[config.mk]
export PLATFORM = sky130hd
export DESIGN_NAME = adc_host_framing
export DESIGN_NICKNAME = d
export VERILOG_FILES = /design/src/adc_host_pkg.sv /design/src/adc_host_framing.sv
export VERILOG_INCLUDE_DIRS = /design/src
export SDC_FILE = /design/constraint.sdc
export NUM_CORES = 1
export LEC_CHECK = 0
export BUFFER_PORTS_ARGS = -buffer_cell sky130_fd_sc_hd__buf_2
export CAP_MARGIN = 10
export CORE_MARGIN = 4
export CORE_UTILIZATION = 47
export CTS_CLUSTER_DIAMETER = 100
export DETAILED_ROUTE_END_ITERATION = 12
export GPL_TIMING_DRIVEN = 0
export PLACE_DENSITY = 0.65
export SKIP_CTS_REPAIR_TIMING = 1
export SLEW_MARGIN = 20
export SYNTH_ARGS = -nofsm -noshare
export SYNTH_HDL_FRONTEND = slang
export SYNTH_SLANG_ARGS = --single-unit
[constraint.sdc]
create_clock -name clk_sys_i -period 3.6 [get_ports clk_sys_i]
set_input_delay 0.54 -clock clk_sys_i [delete_from_list [all_inputs] [get_ports clk_sys_i]]
set_output_delay 0.54 -clock clk_sys_i [all_outputs]
set_load 0.05 [all_outputs]
[src/adc_host_defs.svh]
// Timing and framing constants for the converter serial host
`ifndef ADC_HOST_DEFS_SVH
`define ADC_HOST_DEFS_SVH
// Notes on behaviour
// Conversion and readback use sixteen-clock frames
// Eight-clock burst puts converter into power-down
// Frame is active low, once per word
// Every word gets its own fresh frame
// Host generates the serial clock as master
// Outgoing frame also gates the receive path
// Received word is right-justified, result low
// Frame starts spaced by whole clock periods
// Power-down mode: dummy frame, then conversion
// Dummy frame may end after tenth fall
// Lower serial clock above 320 kSPS
// Ten falls held low keep converter powered
// Release between falls two and ten powers down; host clears powered only from three falls
// Sixteen falls complete conversion; earlier aborts it
// Quiet interval before next frame start
// Word length chosen per frame, sixteen or eight; the code also has the ten-clock short dummy frame

// Host system clock rate
`define SYS_CLK_MHZ      20
// Output float time after frame release, and quiet interval, in ns
`define TRISTATE_NS      35
`define QUIET_INTERVAL_NS 60
// Cycles of frame-high time before the next frame, rounded up
`define QUIET_CYC        (((`TRISTATE_NS + `QUIET_INTERVAL_NS) * `SYS_CLK_MHZ + 999) / 1000)

// Falling serial clock edges per frame kind, and the powered and power-down thresholds
`define CONV_FALLS       5'h10
`define BURST_FALLS      5'h08
`define DUMMY_FALLS      5'h0A
`define POWERED_FALLS    5'h0A
`define PD_MIN_FALLS     5'h02

// System clocks per serial clock half period, default sample period
`define SCLK_HALF_DEF    4
`define PERIOD_DEF       16'h0020
`define RESULT_BITS      12
`define WORD_BITS        16

`endif

[src/adc_host_pkg.sv]
// Types for the converter serial host
package adc_host_pkg;

    typedef enum logic [1:0]
    {
        ST_IDLE  = 2'b00,
        ST_RUN   = 2'b01,
        ST_QUIET = 2'b11
    } frame_state_e;

    typedef enum logic [1:0]
    {
        KIND_CONV       = 2'b00,
        KIND_BURST      = 2'b01,
        KIND_DUMMY      = 2'b10,
        KIND_DUMMY_FULL = 2'b11
    } frame_kind_e;

    typedef enum logic [1:0]
    {
        SEQ_NONE  = 2'b00,
        SEQ_DUMMY = 2'b01,
        SEQ_CONV  = 2'b11,
        SEQ_DOWN  = 2'b10
    } seq_step_e;

    typedef logic [4:0] fall_cnt_t;

endpackage

[src/adc_host_framing.sv]
// Serial host that frames conversions for a chip-select converter
`timescale 1ns/1ns
`include "adc_host_defs.svh"

module adc_host_framing
    import adc_host_pkg::*;
#(
    // Lower rate trades throughput for converter power at high sample rates
    parameter int SCLK_HALF = `SCLK_HALF_DEF
)
(
    // Clock and reset
    input  wire logic        clk_sys_i,
    input  wire logic        nrst_i,
    // Single frame requests
    input  wire logic        frame_req_i,
    input  frame_kind_e      frame_kind_i,
    output logic             frame_ready_o,
    // Equidistant automatic sampling
    input  wire logic        auto_en_i,
    input  wire logic        auto_pd_i,
    input  wire logic [15:0] auto_period_i,
    // Results and status
    output logic [11:0]      result_o,
    output logic             result_valid_o,
    output logic             powered_o,
    output logic             busy_o,
    output logic             overrun_o,
    // Converter pins
    output logic             sclk_o,
    output logic             host_transmit_frame_n_o,
    input  wire logic        serial_result_out_i
);

    localparam int         DIVW      = $clog2(SCLK_HALF + 1);
    localparam logic [3:0] QUIET_CYC = 4'(`QUIET_CYC);
    localparam int         SEQ_MAX   = `QUIET_CYC + 4 * SCLK_HALF + 4;

    // Serial clock divider; idles high, frames start on rising ticks
    logic [DIVW-1:0] div_cnt;
    logic [DIVW-1:0] next_div_cnt;
    logic            sclk_ph;
    logic            next_sclk_ph;
    logic            half_tick;
    logic            period_tick;

    always_comb
    begin
        half_tick    = (div_cnt == DIVW'(SCLK_HALF - 1));
        period_tick  = half_tick && !sclk_ph;
        next_div_cnt = half_tick ? '0 : DIVW'(div_cnt + 1'b1);
        next_sclk_ph = half_tick ? !sclk_ph : sclk_ph;
    end

    always_ff @(posedge clk_sys_i)
    begin
        if (!nrst_i)
        begin
            div_cnt <= '0;
            sclk_ph <= 1'b1;
        end
        else
        begin
            div_cnt <= next_div_cnt;
            sclk_ph <= next_sclk_ph;
        end
    end

    // Two-stage synchroniser on the returned serial data
    logic sd_meta;
    logic sd_sync;
    logic next_sd_meta;
    logic next_sd_sync;

    always_comb
    begin
        next_sd_meta = serial_result_out_i;
        next_sd_sync = sd_meta;
    end

    always_ff @(posedge clk_sys_i)
    begin
        if (!nrst_i)
        begin
            sd_meta <= 1'b0;
            sd_sync <= 1'b0;
        end
        else
        begin
            sd_meta <= next_sd_meta;
            sd_sync <= next_sd_sync;
        end
    end

    // Frame engine
    frame_state_e state;
    frame_state_e next_state;
    fall_cnt_t    fall_cnt;
    fall_cnt_t    next_fall_cnt;
    fall_cnt_t    cur_len;
    fall_cnt_t    next_cur_len;
    frame_kind_e  cur_kind;
    frame_kind_e  next_cur_kind;
    logic [15:0]  shift;
    logic [15:0]  next_shift;
    logic [3:0]   quiet_cnt;
    logic [3:0]   next_quiet_cnt;
    logic         cs_n;
    logic         next_cs_n;
    logic         sclk_q;
    logic         next_sclk_q;
    logic [11:0]  result;
    logic [11:0]  next_result;
    logic         res_vld;
    logic         next_res_vld;
    logic         powered;
    logic         next_powered;
    logic         host_receive_frame;
    logic         frame_start;
    logic         frame_done;

    // Sequencer state; the frame engine reads pend_valid and pend_kind
    logic         pend_valid;
    logic         next_pend_valid;
    frame_kind_e  pend_kind;
    frame_kind_e  next_pend_kind;
    seq_step_e    seq_step;
    seq_step_e    next_seq_step;
    logic [15:0]  period_cnt;
    logic [15:0]  next_period_cnt;
    logic         ovr;
    logic         next_ovr;

    function automatic fall_cnt_t kind_len(input frame_kind_e k);
        fall_cnt_t len;
        case (k)
            KIND_CONV:       len = `CONV_FALLS;
            KIND_BURST:      len = `BURST_FALLS;
            KIND_DUMMY:      len = `DUMMY_FALLS;
            KIND_DUMMY_FULL: len = `CONV_FALLS;
            default:         len = `CONV_FALLS;
        endcase
        return len;
    endfunction

    always_comb
    begin
        host_receive_frame = !cs_n;
        frame_start        = (state == ST_IDLE) && period_tick && pend_valid;
        frame_done         = (state == ST_RUN) && period_tick && (fall_cnt == cur_len);
        next_state     = state;
        next_fall_cnt  = fall_cnt;
        next_cur_len   = cur_len;
        next_cur_kind  = cur_kind;
        next_shift     = shift;
        next_quiet_cnt = quiet_cnt;
        next_cs_n      = cs_n;
        next_sclk_q    = sclk_q;
        next_result    = result;
        next_res_vld   = 1'b0;
        next_powered   = powered;
        case (state)
            ST_IDLE:
            begin
                next_sclk_q = 1'b1;
                if (frame_start)
                begin
                    next_state    = ST_RUN;
                    next_cs_n     = 1'b0;
                    next_fall_cnt = '0;
                    next_cur_kind = pend_kind;
                    next_cur_len  = kind_len(pend_kind);
                    next_shift    = '0;
                end
            end
            ST_RUN:
            begin
                next_sclk_q = next_sclk_ph;
                if (half_tick && sclk_ph && host_receive_frame)
                begin
                    // Data settles a half period before the fall; two cycles go to the synchroniser
                    next_shift    = {shift[14:0], sd_sync};
                    next_fall_cnt = fall_cnt_t'(fall_cnt + 1'b1);
                end
                if (frame_done)
                begin
                    next_state     = ST_QUIET;
                    next_cs_n      = 1'b1;
                    next_sclk_q    = 1'b1;
                    next_quiet_cnt = '0;
                    if (fall_cnt >= `POWERED_FALLS)
                    begin
                        next_powered = 1'b1;
                    end
                    else if (fall_cnt > `PD_MIN_FALLS)
                    begin
                        next_powered = 1'b0;
                    end
                    if (cur_kind == KIND_CONV)
                    begin
                        next_result  = shift[`RESULT_BITS-1:0];
                        next_res_vld = 1'b1;
                    end
                end
            end
            ST_QUIET:
            begin
                next_sclk_q    = 1'b1;
                next_quiet_cnt = 4'(quiet_cnt + 1'b1);
                if (quiet_cnt >= QUIET_CYC - 4'h1)
                begin
                    next_state = ST_IDLE;
                end
            end
            default:
            begin
                next_state  = ST_IDLE;
                next_cs_n   = 1'b1;
                next_sclk_q = 1'b1;
            end
        endcase
    end

    always_ff @(posedge clk_sys_i)
    begin
        if (!nrst_i)
        begin
            state     <= ST_IDLE;
            fall_cnt  <= '0;
            cur_len   <= `CONV_FALLS;
            cur_kind  <= KIND_CONV;
            shift     <= 16'h0000;
            quiet_cnt <= 4'h0;
            cs_n      <= 1'b1;
            sclk_q    <= 1'b1;
            result    <= 12'h000;
            res_vld   <= 1'b0;
            powered   <= 1'b0;
        end
        else
        begin
            state     <= next_state;
            fall_cnt  <= next_fall_cnt;
            cur_len   <= next_cur_len;
            cur_kind  <= next_cur_kind;
            shift     <= next_shift;
            quiet_cnt <= next_quiet_cnt;
            cs_n      <= next_cs_n;
            sclk_q    <= next_sclk_q;
            result    <= next_result;
            res_vld   <= next_res_vld;
            powered   <= next_powered;
        end
    end

    // Request sequencer; an automatic tick while still busy is dropped, not queued
    logic period_hit;
    logic fire;
    logic seq_busy;

    always_comb
    begin
        period_hit      = (17'(period_cnt) + 17'h00001) >= 17'(auto_period_i);
        fire            = auto_en_i && period_tick && period_hit;
        seq_busy        = pend_valid || (state != ST_IDLE) || (seq_step != SEQ_NONE);
        frame_ready_o   = !auto_en_i && !pend_valid;
        next_pend_valid = pend_valid;
        next_pend_kind  = pend_kind;
        next_seq_step   = seq_step;
        next_ovr        = 1'b0;
        next_period_cnt = period_cnt;
        if (!auto_en_i)
        begin
            next_period_cnt = 16'h0000;
        end
        else if (period_tick)
        begin
            next_period_cnt = period_hit ? 16'h0000 : 16'(period_cnt + 1'b1);
        end
        if (frame_start)
        begin
            next_pend_valid = 1'b0;
        end
        if (frame_req_i && frame_ready_o)
        begin
            next_pend_valid = 1'b1;
            next_pend_kind  = frame_kind_i;
        end
        if (fire)
        begin
            if (seq_busy)
            begin
                next_ovr = 1'b1;
            end
            else if (auto_pd_i)
            begin
                next_pend_valid = 1'b1;
                next_pend_kind  = KIND_DUMMY;
                next_seq_step   = SEQ_DUMMY;
            end
            else
            begin
                next_pend_valid = 1'b1;
                next_pend_kind  = KIND_CONV;
            end
        end
        if (frame_done)
        begin
            case (seq_step)
                SEQ_DUMMY:
                begin
                    next_pend_valid = 1'b1;
                    next_pend_kind  = KIND_CONV;
                    next_seq_step   = SEQ_CONV;
                end
                SEQ_CONV:
                begin
                    next_pend_valid = 1'b1;
                    next_pend_kind  = KIND_BURST;
                    next_seq_step   = SEQ_DOWN;
                end
                SEQ_DOWN:
                begin
                    next_seq_step = SEQ_NONE;
                end
                default:
                begin
                    next_seq_step = SEQ_NONE;
                end
            endcase
        end
    end

    always_ff @(posedge clk_sys_i)
    begin
        if (!nrst_i)
        begin
            pend_valid <= 1'b0;
            pend_kind  <= KIND_CONV;
            seq_step   <= SEQ_NONE;
            period_cnt <= 16'h0000;
            ovr        <= 1'b0;
        end
        else
        begin
            pend_valid <= next_pend_valid;
            pend_kind  <= next_pend_kind;
            seq_step   <= next_seq_step;
            period_cnt <= next_period_cnt;
            ovr        <= next_ovr;
        end
    end

    assign sclk_o                  = sclk_q;
    assign host_transmit_frame_n_o = cs_n;
    assign result_o                = result;
    assign result_valid_o          = res_vld;
    assign powered_o               = powered;
    assign overrun_o               = ovr;
    assign busy_o                  = (state != ST_IDLE) || pend_valid;

    // Pin-level observers for the checks below
    logic      sclk_d;
    fall_cnt_t pin_falls;
    logic [3:0] cs_hi_cnt;

    always_ff @(posedge clk_sys_i)
    begin
        if (!nrst_i)
        begin
            sclk_d    <= 1'b1;
            pin_falls <= '0;
            cs_hi_cnt <= 4'hF;
        end
        else
        begin
            sclk_d    <= sclk_o;
            pin_falls <= host_transmit_frame_n_o ? fall_cnt_t'(0) :
                         (sclk_d && !sclk_o) ? fall_cnt_t'(pin_falls + 1'b1) : pin_falls;
            cs_hi_cnt <= !host_transmit_frame_n_o ? 4'h0 :
                         (cs_hi_cnt == 4'hF) ? cs_hi_cnt : 4'(cs_hi_cnt + 1'b1);
        end
    end
endmodule

==> impl_metrics.yaml, run 1 <==
outcome:
  status: "finished clean"
synthesis:
  synth_cells: 455
  yosysSeqAreaShare_pct: 38.2
  synth-seq-cells: 72
  ys_warn_count: 0
  synthXorXnorAreaFrac_pct: 5.11
  synth_top_area_cell: "dfxtp_1"
  synthArstFlopShare_pct: 0
  ys.flop_type: "dfxtp_1"
  synth-edff-count: 0
  syn_nets: 506
  yosysUniqueCellTypes: 51
  synth_fa_ha_area_share_pct: 8.96
  yosysTopAreaCellShare_pct: 38.2
  synth_compound_area_share_pct: 13.7
  synth-simple-area-share_pct: 27.6
  synth_top_family_by_area: "simple AND/OR/NAND/NOR gates"
  yosys-mux-area-fraction_pct: 0.265
  synth_area_leaders: "dfxtp_1, ha_1, nand2_1"
  netlist_area_mm2: 0.00377
  avgSynthCellArea_um2: 8.29
job:
  cap_violations: 0
power_and_ir_drop:
  leakage_nw: 1.75
  ir_worst_vdd_mv: 0.276
  power_mw: 1.60
  powerDensity_mw_per_mm2: 369
critical_path:
  crit_start: "period_cnt[0]"
  critPathMaxFanout: 6
  crit_required_ns: 3.87
  worstPathArrival_ns: 3.59
  timing.rr.start: "period_cnt[0]"
  end_kind: "flop"
  crit_type: "reg -> reg"
  worstSetupStartpointType: "flop"
cells_and_area:
  area_delta_synth_final_pct: 15.1
  final_area_mm2: 0.00434
  post-route-util_pct: 55.9
  antennaDiodeCount: 0
  nets: 559
  drive_gt1_share_pct: 15.4
grt:
  grt-ovfl-total: 0
  grt-busiest-layer: "met2"
  grt_pass1_vias: 3201
  grt_max_degree: 14
  grt_pass1_wl_um: 14400
  antenna_found_initial: 0
  grt_usage_pct: 18.2
  use_met3_pct: 5.10
  grt_util_met2_pct: 29.8
  use_met1_pct: 22.7
die:
  initial_utilization_pct: 48.6
  die_y_um: 97.6
  dieArea_mm2: 0.00952
  dieWidth_um: 97.6
  core_mm2: 0.00777
  rows: 32
  io_pins: 43
placed_design:
  gp_congestion: 0.792
  dpl_cell_area_mm2: 0.00411
  portBuffers: 42
  dp_slack_ns: 0.220
  hpwl_um: 6070
detailed_routing:
  ant_nets: 0
  vias: 3205
  detail_route.wl_per_cell_um: 13.4
  viasPerCell: 5.21
  route.detailed.drc: 0
  drt-initial-drc-count: 116
  wl_um: 8240
  dr.pass1.iters: 4
timing:
  rsz0062_at_grt: "false"
  finalSetupViolations: 0
  fin_crit_ns: 3.32
  drv_slew: 0
  fin_ws_ns: 0.280
  maxSlewHeadroom_pct: 66.2
  skew_ns: 0.0119
  worst_pin_slew_ns: 0.507
  hold_viol: 0
  max_freq_ghz: 0.301
  layout_worst_path_cycle_share_pct: 92.2
  setup_tns_ns: 0
cts:
  clk_path_buf_depth: 2
  clkTransAtPathRegs_ns: 0.09
  cts.sinks: 72
  clk_latency_ns: 0.35
  root_buffer: "clkbuf_8"
  htreeDepth: 3
  numCtsBuffers: 9
  cts_tree: "done"
worst_hold_path:
  hp-class: "in -> reg"
  hp-start: "serial_result_out_i"
-- cell usage after synthesis, drive strengths merged, types with 2 or more instances --
library cell and number:
nand2b 16, o21a 2, xnor2 10, or3 5
nand4b 2, clkbuf 14, or2b 3, buf 11
nor2 27, or2 2, nand3b 3, nand4 10
ha 27, nand2 64, inv 26, a211oi 2
and2 9, nor3 7, a31oi 7, xor2 12
a21oi 18, or4b 2, and3 2, nand3 44
o21ai 10, a21boi 30, dfxtp 72, nor2b 3
-- flip-flops by register name (all words and copies together) (netlist names), 2 cells and up --
name	cells
state	2
cur_kind	2
quiet_cnt	4
seq_step	2
result_o	12
div_cnt	3
period_cnt	16
pend_kind	2
cur_len	3
shift	12
fall_cnt	5
-- cell usage in the layout (no fill, tap or decap), drive strengths merged, types with 5 or more instances in the layout --
master,n
nand3,44
a21oi,18
clkbuf,24
or3,5
nand2b,16
dfxtp,72
a31oi,7
buf,53
xnor2,10
and2,9
inv,27
nand2,64
nor2,27
ha,27
o21ai,10
a21boi,30
xor2,12
nor3,7
nand4,10
-- cells by family after synthesis --
family / after synthesis
DFF: 72
xor gates and xnor gates: 22
and+or+nand+nor: 204
buffers and inverters: 52
muxes: 1
adders and majority gates: 27
AOI/OAI and AO/OA: 77
-- where the power goes --
part           internal, mW  switching (mW)  total [mW]  leakage (nW)
Combinational        0.0318          0.0449      0.0768          1.07
Clock                 0.394           0.324       0.718         0.103
Sequential            0.803         0.00399       0.807         0.581
-- through the flow --
stage          hold WS (ns)  std cells
6_report              0.396        615
5_1_grt               0.377        615
2_1_floorplan         0.399        455
3_5_place_dp          0.422        599
3_3_place_gp          0.408        599
4_1_cts               0.378        615
-- worst max-delay path: stages, from the launching register on --
cell	delay, ns
dfxtp_1	0.45
ha_2	0.27
nand4_1	0.22
nor2_2	0.22
nand4_1	0.19
xnor2_1	0.17
ha_1	0.29
a21o_1	0.18
a221oi_1	0.35
o2111ai_1	0.23
or4b_1	0.50
a31oi_1	0.17
-- path summary, 6_finish.rpt --
path | to | slack (ns) | depth (start not counted)
setup reg to reg | period_cnt[11] | 0.28 | 11
hold / removal | next_sd_sync | 0.40 | 2
hold reg to reg | div_cnt[0] | 0.44 | 1
setup / recovery | period_cnt[11] | 0.28 | 11
-- metal layers --
metal  share of wire, %  vias up
li1                   -     1655
met1                 47     1483
met2                 47       54
met3                4.7       13
met4                1.7        0
met5                  0        -
-- cell type report --
class / instances / area (um^2)
clock inverters: 6 / 92.6
inverters: 27 / 106
repair buffers: 42 / 210
clock buffers: 10 / 128
well taps: 102 / 128
plain buffers: 25 / 125
flip-flops and latches: 72 / 1440
multi-input cells: 331 / 2110
fillers: 742 / 3420
No activity file was read; power rests on OpenSTA's default activity.
==> run 2, diff against run 1 <==
--- a/config.mk
+++ b/config.mk
@@ -12,7 +12,7 @@
 export CORE_UTILIZATION = 47
 export CTS_CLUSTER_DIAMETER = 100
 export DETAILED_ROUTE_END_ITERATION = 12
-export GPL_TIMING_DRIVEN = 0
+export GPL_TIMING_DRIVEN = 1
 export PLACE_DENSITY = 0.65
 export SKIP_CTS_REPAIR_TIMING = 1
 export SLEW_MARGIN = 20
==> constraint.sdc (replaced) <==
create_clock -name clk_sys_i -period 3.6 [get_ports clk_sys_i]
set_input_delay 0.18 -clock clk_sys_i [delete_from_list [all_inputs] [get_ports clk_sys_i]]
set_output_delay 0.18 -clock clk_sys_i [all_outputs]
set_load 0.05 [all_outputs]
==> run 2 against run 1 <==
Via count decreased by 1.8%; worst setup slack got worse by 0.050 ns; design area down 2.0%; clock skew decreased by 0.0038 ns; utilization shrank 1.1 points; die area is the same; global-route usage is 0.91 points lower; maximum frequency down 1.5%; power is 5.3% lower; register-to-register slack lost 0.05 ns; wire length shrank 3.1%; sequential cell count stayed put; largest power group unchanged.
==> impl_metrics.yaml, run 2 (synthesis results as in run 1) <==
cells_and_area:
  layout_commonest_cell: "dfxtp_1"
  drive_gt1_share_pct: 15.6
  final.fill_count: 757
  final_cell_mix: "dfxtp_1, nand2_1, nand3_1"
  nets: 541
  area_delta_synth_final_pct: 12.9
  largest_register_ffs: 16
  top_register: "period_cnt"
  antennaDiodeCount: 0
grt:
  grt_usage_pct: 17.3
  grt_pass1_vias: 3057
  grt_max_degree: 51
  grt-ovfl-total: 0
  grt_pass1_wl_um: 13800
  antenna_found_initial: 0
detailed_routing:
  detail_route.wl_per_cell_um: 13.4
  viasPerCell: 5.27
  drt-initial-drc-count: 104
  dr.pass1.iters: 4
  vias: 3146
  wl_um: 7990
  ant_nets: 0
  route.detailed.drc: 0
power_and_ir_drop:
  ir_worst_vdd_mv: 0.206
  pwr-share-seq_pct: 53.2
  powerDensity_mw_per_mm2: 356
  clkPwrFrac_pct: 41.9
  intPower_mw: 1.17
  p_sw_uw: 345
  combPwrFrac_pct: 4.9
  leakage_nw: 1.71
  p_sw_share_pct: 22.7
  power_mw: 1.52
critical_path:
  cp_num_buf_inv: 1
  worstSetupStartpointType: "flop"
  cp_slowest_cell: "or3_1"
  crit_required_ns: 3.85
  critical_path.max_stage_delay_ns: 0.48
  critPathMaxFanout: 12
  crit_type: "reg -> reg"
  end_kind: "flop"
  path_common_cell: "nand3_1"
  cp_cell_sequence: "nand4_1 > or3_1 > nor2_1 > xor2_1 > ha_1 > nand3_1 > nor4_1 > a221oi_2 > buf_4 > o2111a_1 > nand3_1 > a31oi_1"
  crit_family: "simple AND/OR/NAND/NOR gates"
  worstPathArrival_ns: 3.63
die:
  dieWidth_um: 97.6
  initial_utilization_pct: 48.6
  dieArea_mm2: 0.00952
  rows: 32
  die_y_um: 97.6
  io_pins: 43
  core_mm2: 0.00777
cts:
  root_buffer: "clkbuf_8"
  clkTransAtPathRegs_ns: 0.07
  clk_latency_ns: 0.34
  cts_tree: "done"
  htreeDepth: 3
  numCtsBuffers: 9
  cts.sinks: 72
  clk_path_buf_depth: 2
worst_hold_path:
  hp-class: "in -> reg"
timing:
  setup_tns_ns: 0
  skew_ns: 0.00806
  finalSetupViolations: 0
  fin_crit_ns: 3.37
  layout_worst_path_cycle_share_pct: 93.6
  max_freq_ghz: 0.297
  drv_slew: 0
  maxSlewHeadroom_pct: 46.3
  holdWs_ns: 0.0405
  hold_viol: 0
  rsz0062_at_grt: "false"
  worst_pin_slew_ns: 0.801
placed_design:
  portBuffers: 42
  hpwl_um: 5520
  gp_congestion: 0.826
outcome:
  status: "finished clean"
job:
  cap_violations: 0
-- run 2: path summary, 6_finish.rpt --
check	start	slack, ns	cells after the start	end
setup / recovery	period_cnt[6]	0.23	12	period_cnt[5]
hold / removal	serial_result_out_i	0.04	2	next_sd_sync
setup reg to reg	period_cnt[6]	0.23	12	period_cnt[5]
hold reg to reg	div_cnt[0]	0.42	1	div_cnt[0]
-- run 2: metrics by stage --
| step | cell area, um^2 | setup slack (ns) | util (%) | instances |
|---|---|---|---|---|
| after floorplan | 3770 | 0.688 | - | 455 |
| after global placement | 4020 | 0.330 | 51.8 | 579 |
| after detailed placement | 4020 | 0.241 | 51.8 | 579 |
| after CTS | 4220 | 0.199 | 54.3 | 595 |
| after global routing | 4260 | 0.00527 | 54.8 | 597 |
| final | 4260 | 0.230 | 54.8 | 597 |
-- run 2: per-layer routing --
metal	up-vias	global-route usage, %	wire length (um)
met1	1449	21.4	3730
met3	13	3.80	318
met4	0	8.09	157
met2	55	28.5	3780
li1	1629	-	-
met5	-	0	0
-- run 2: area by class of cell --
type	count	area [um^2]	share of cell area, %
repair buffers	48	255	5.99
multi-input cells	332	2130	50.0
clock buffers	11	141	3.32
flip-flops and latches	72	1440	33.9
clock inverters	5	56.3	1.32
well taps	102	128	3.00
inverters	27	106	2.50
-- run 2: power by group through the flow --
stage               combinational [mW]  clock, mW  sequential [mW]
finish                          0.0744      0.636            0.808
global route                    0.0863      0.694            0.808
CTS                             0.0752      0.663            0.808
detailed placement              0.0747          0            0.826
global placement                0.0718          0            0.826
floorplan                       0.0484          0            0.825
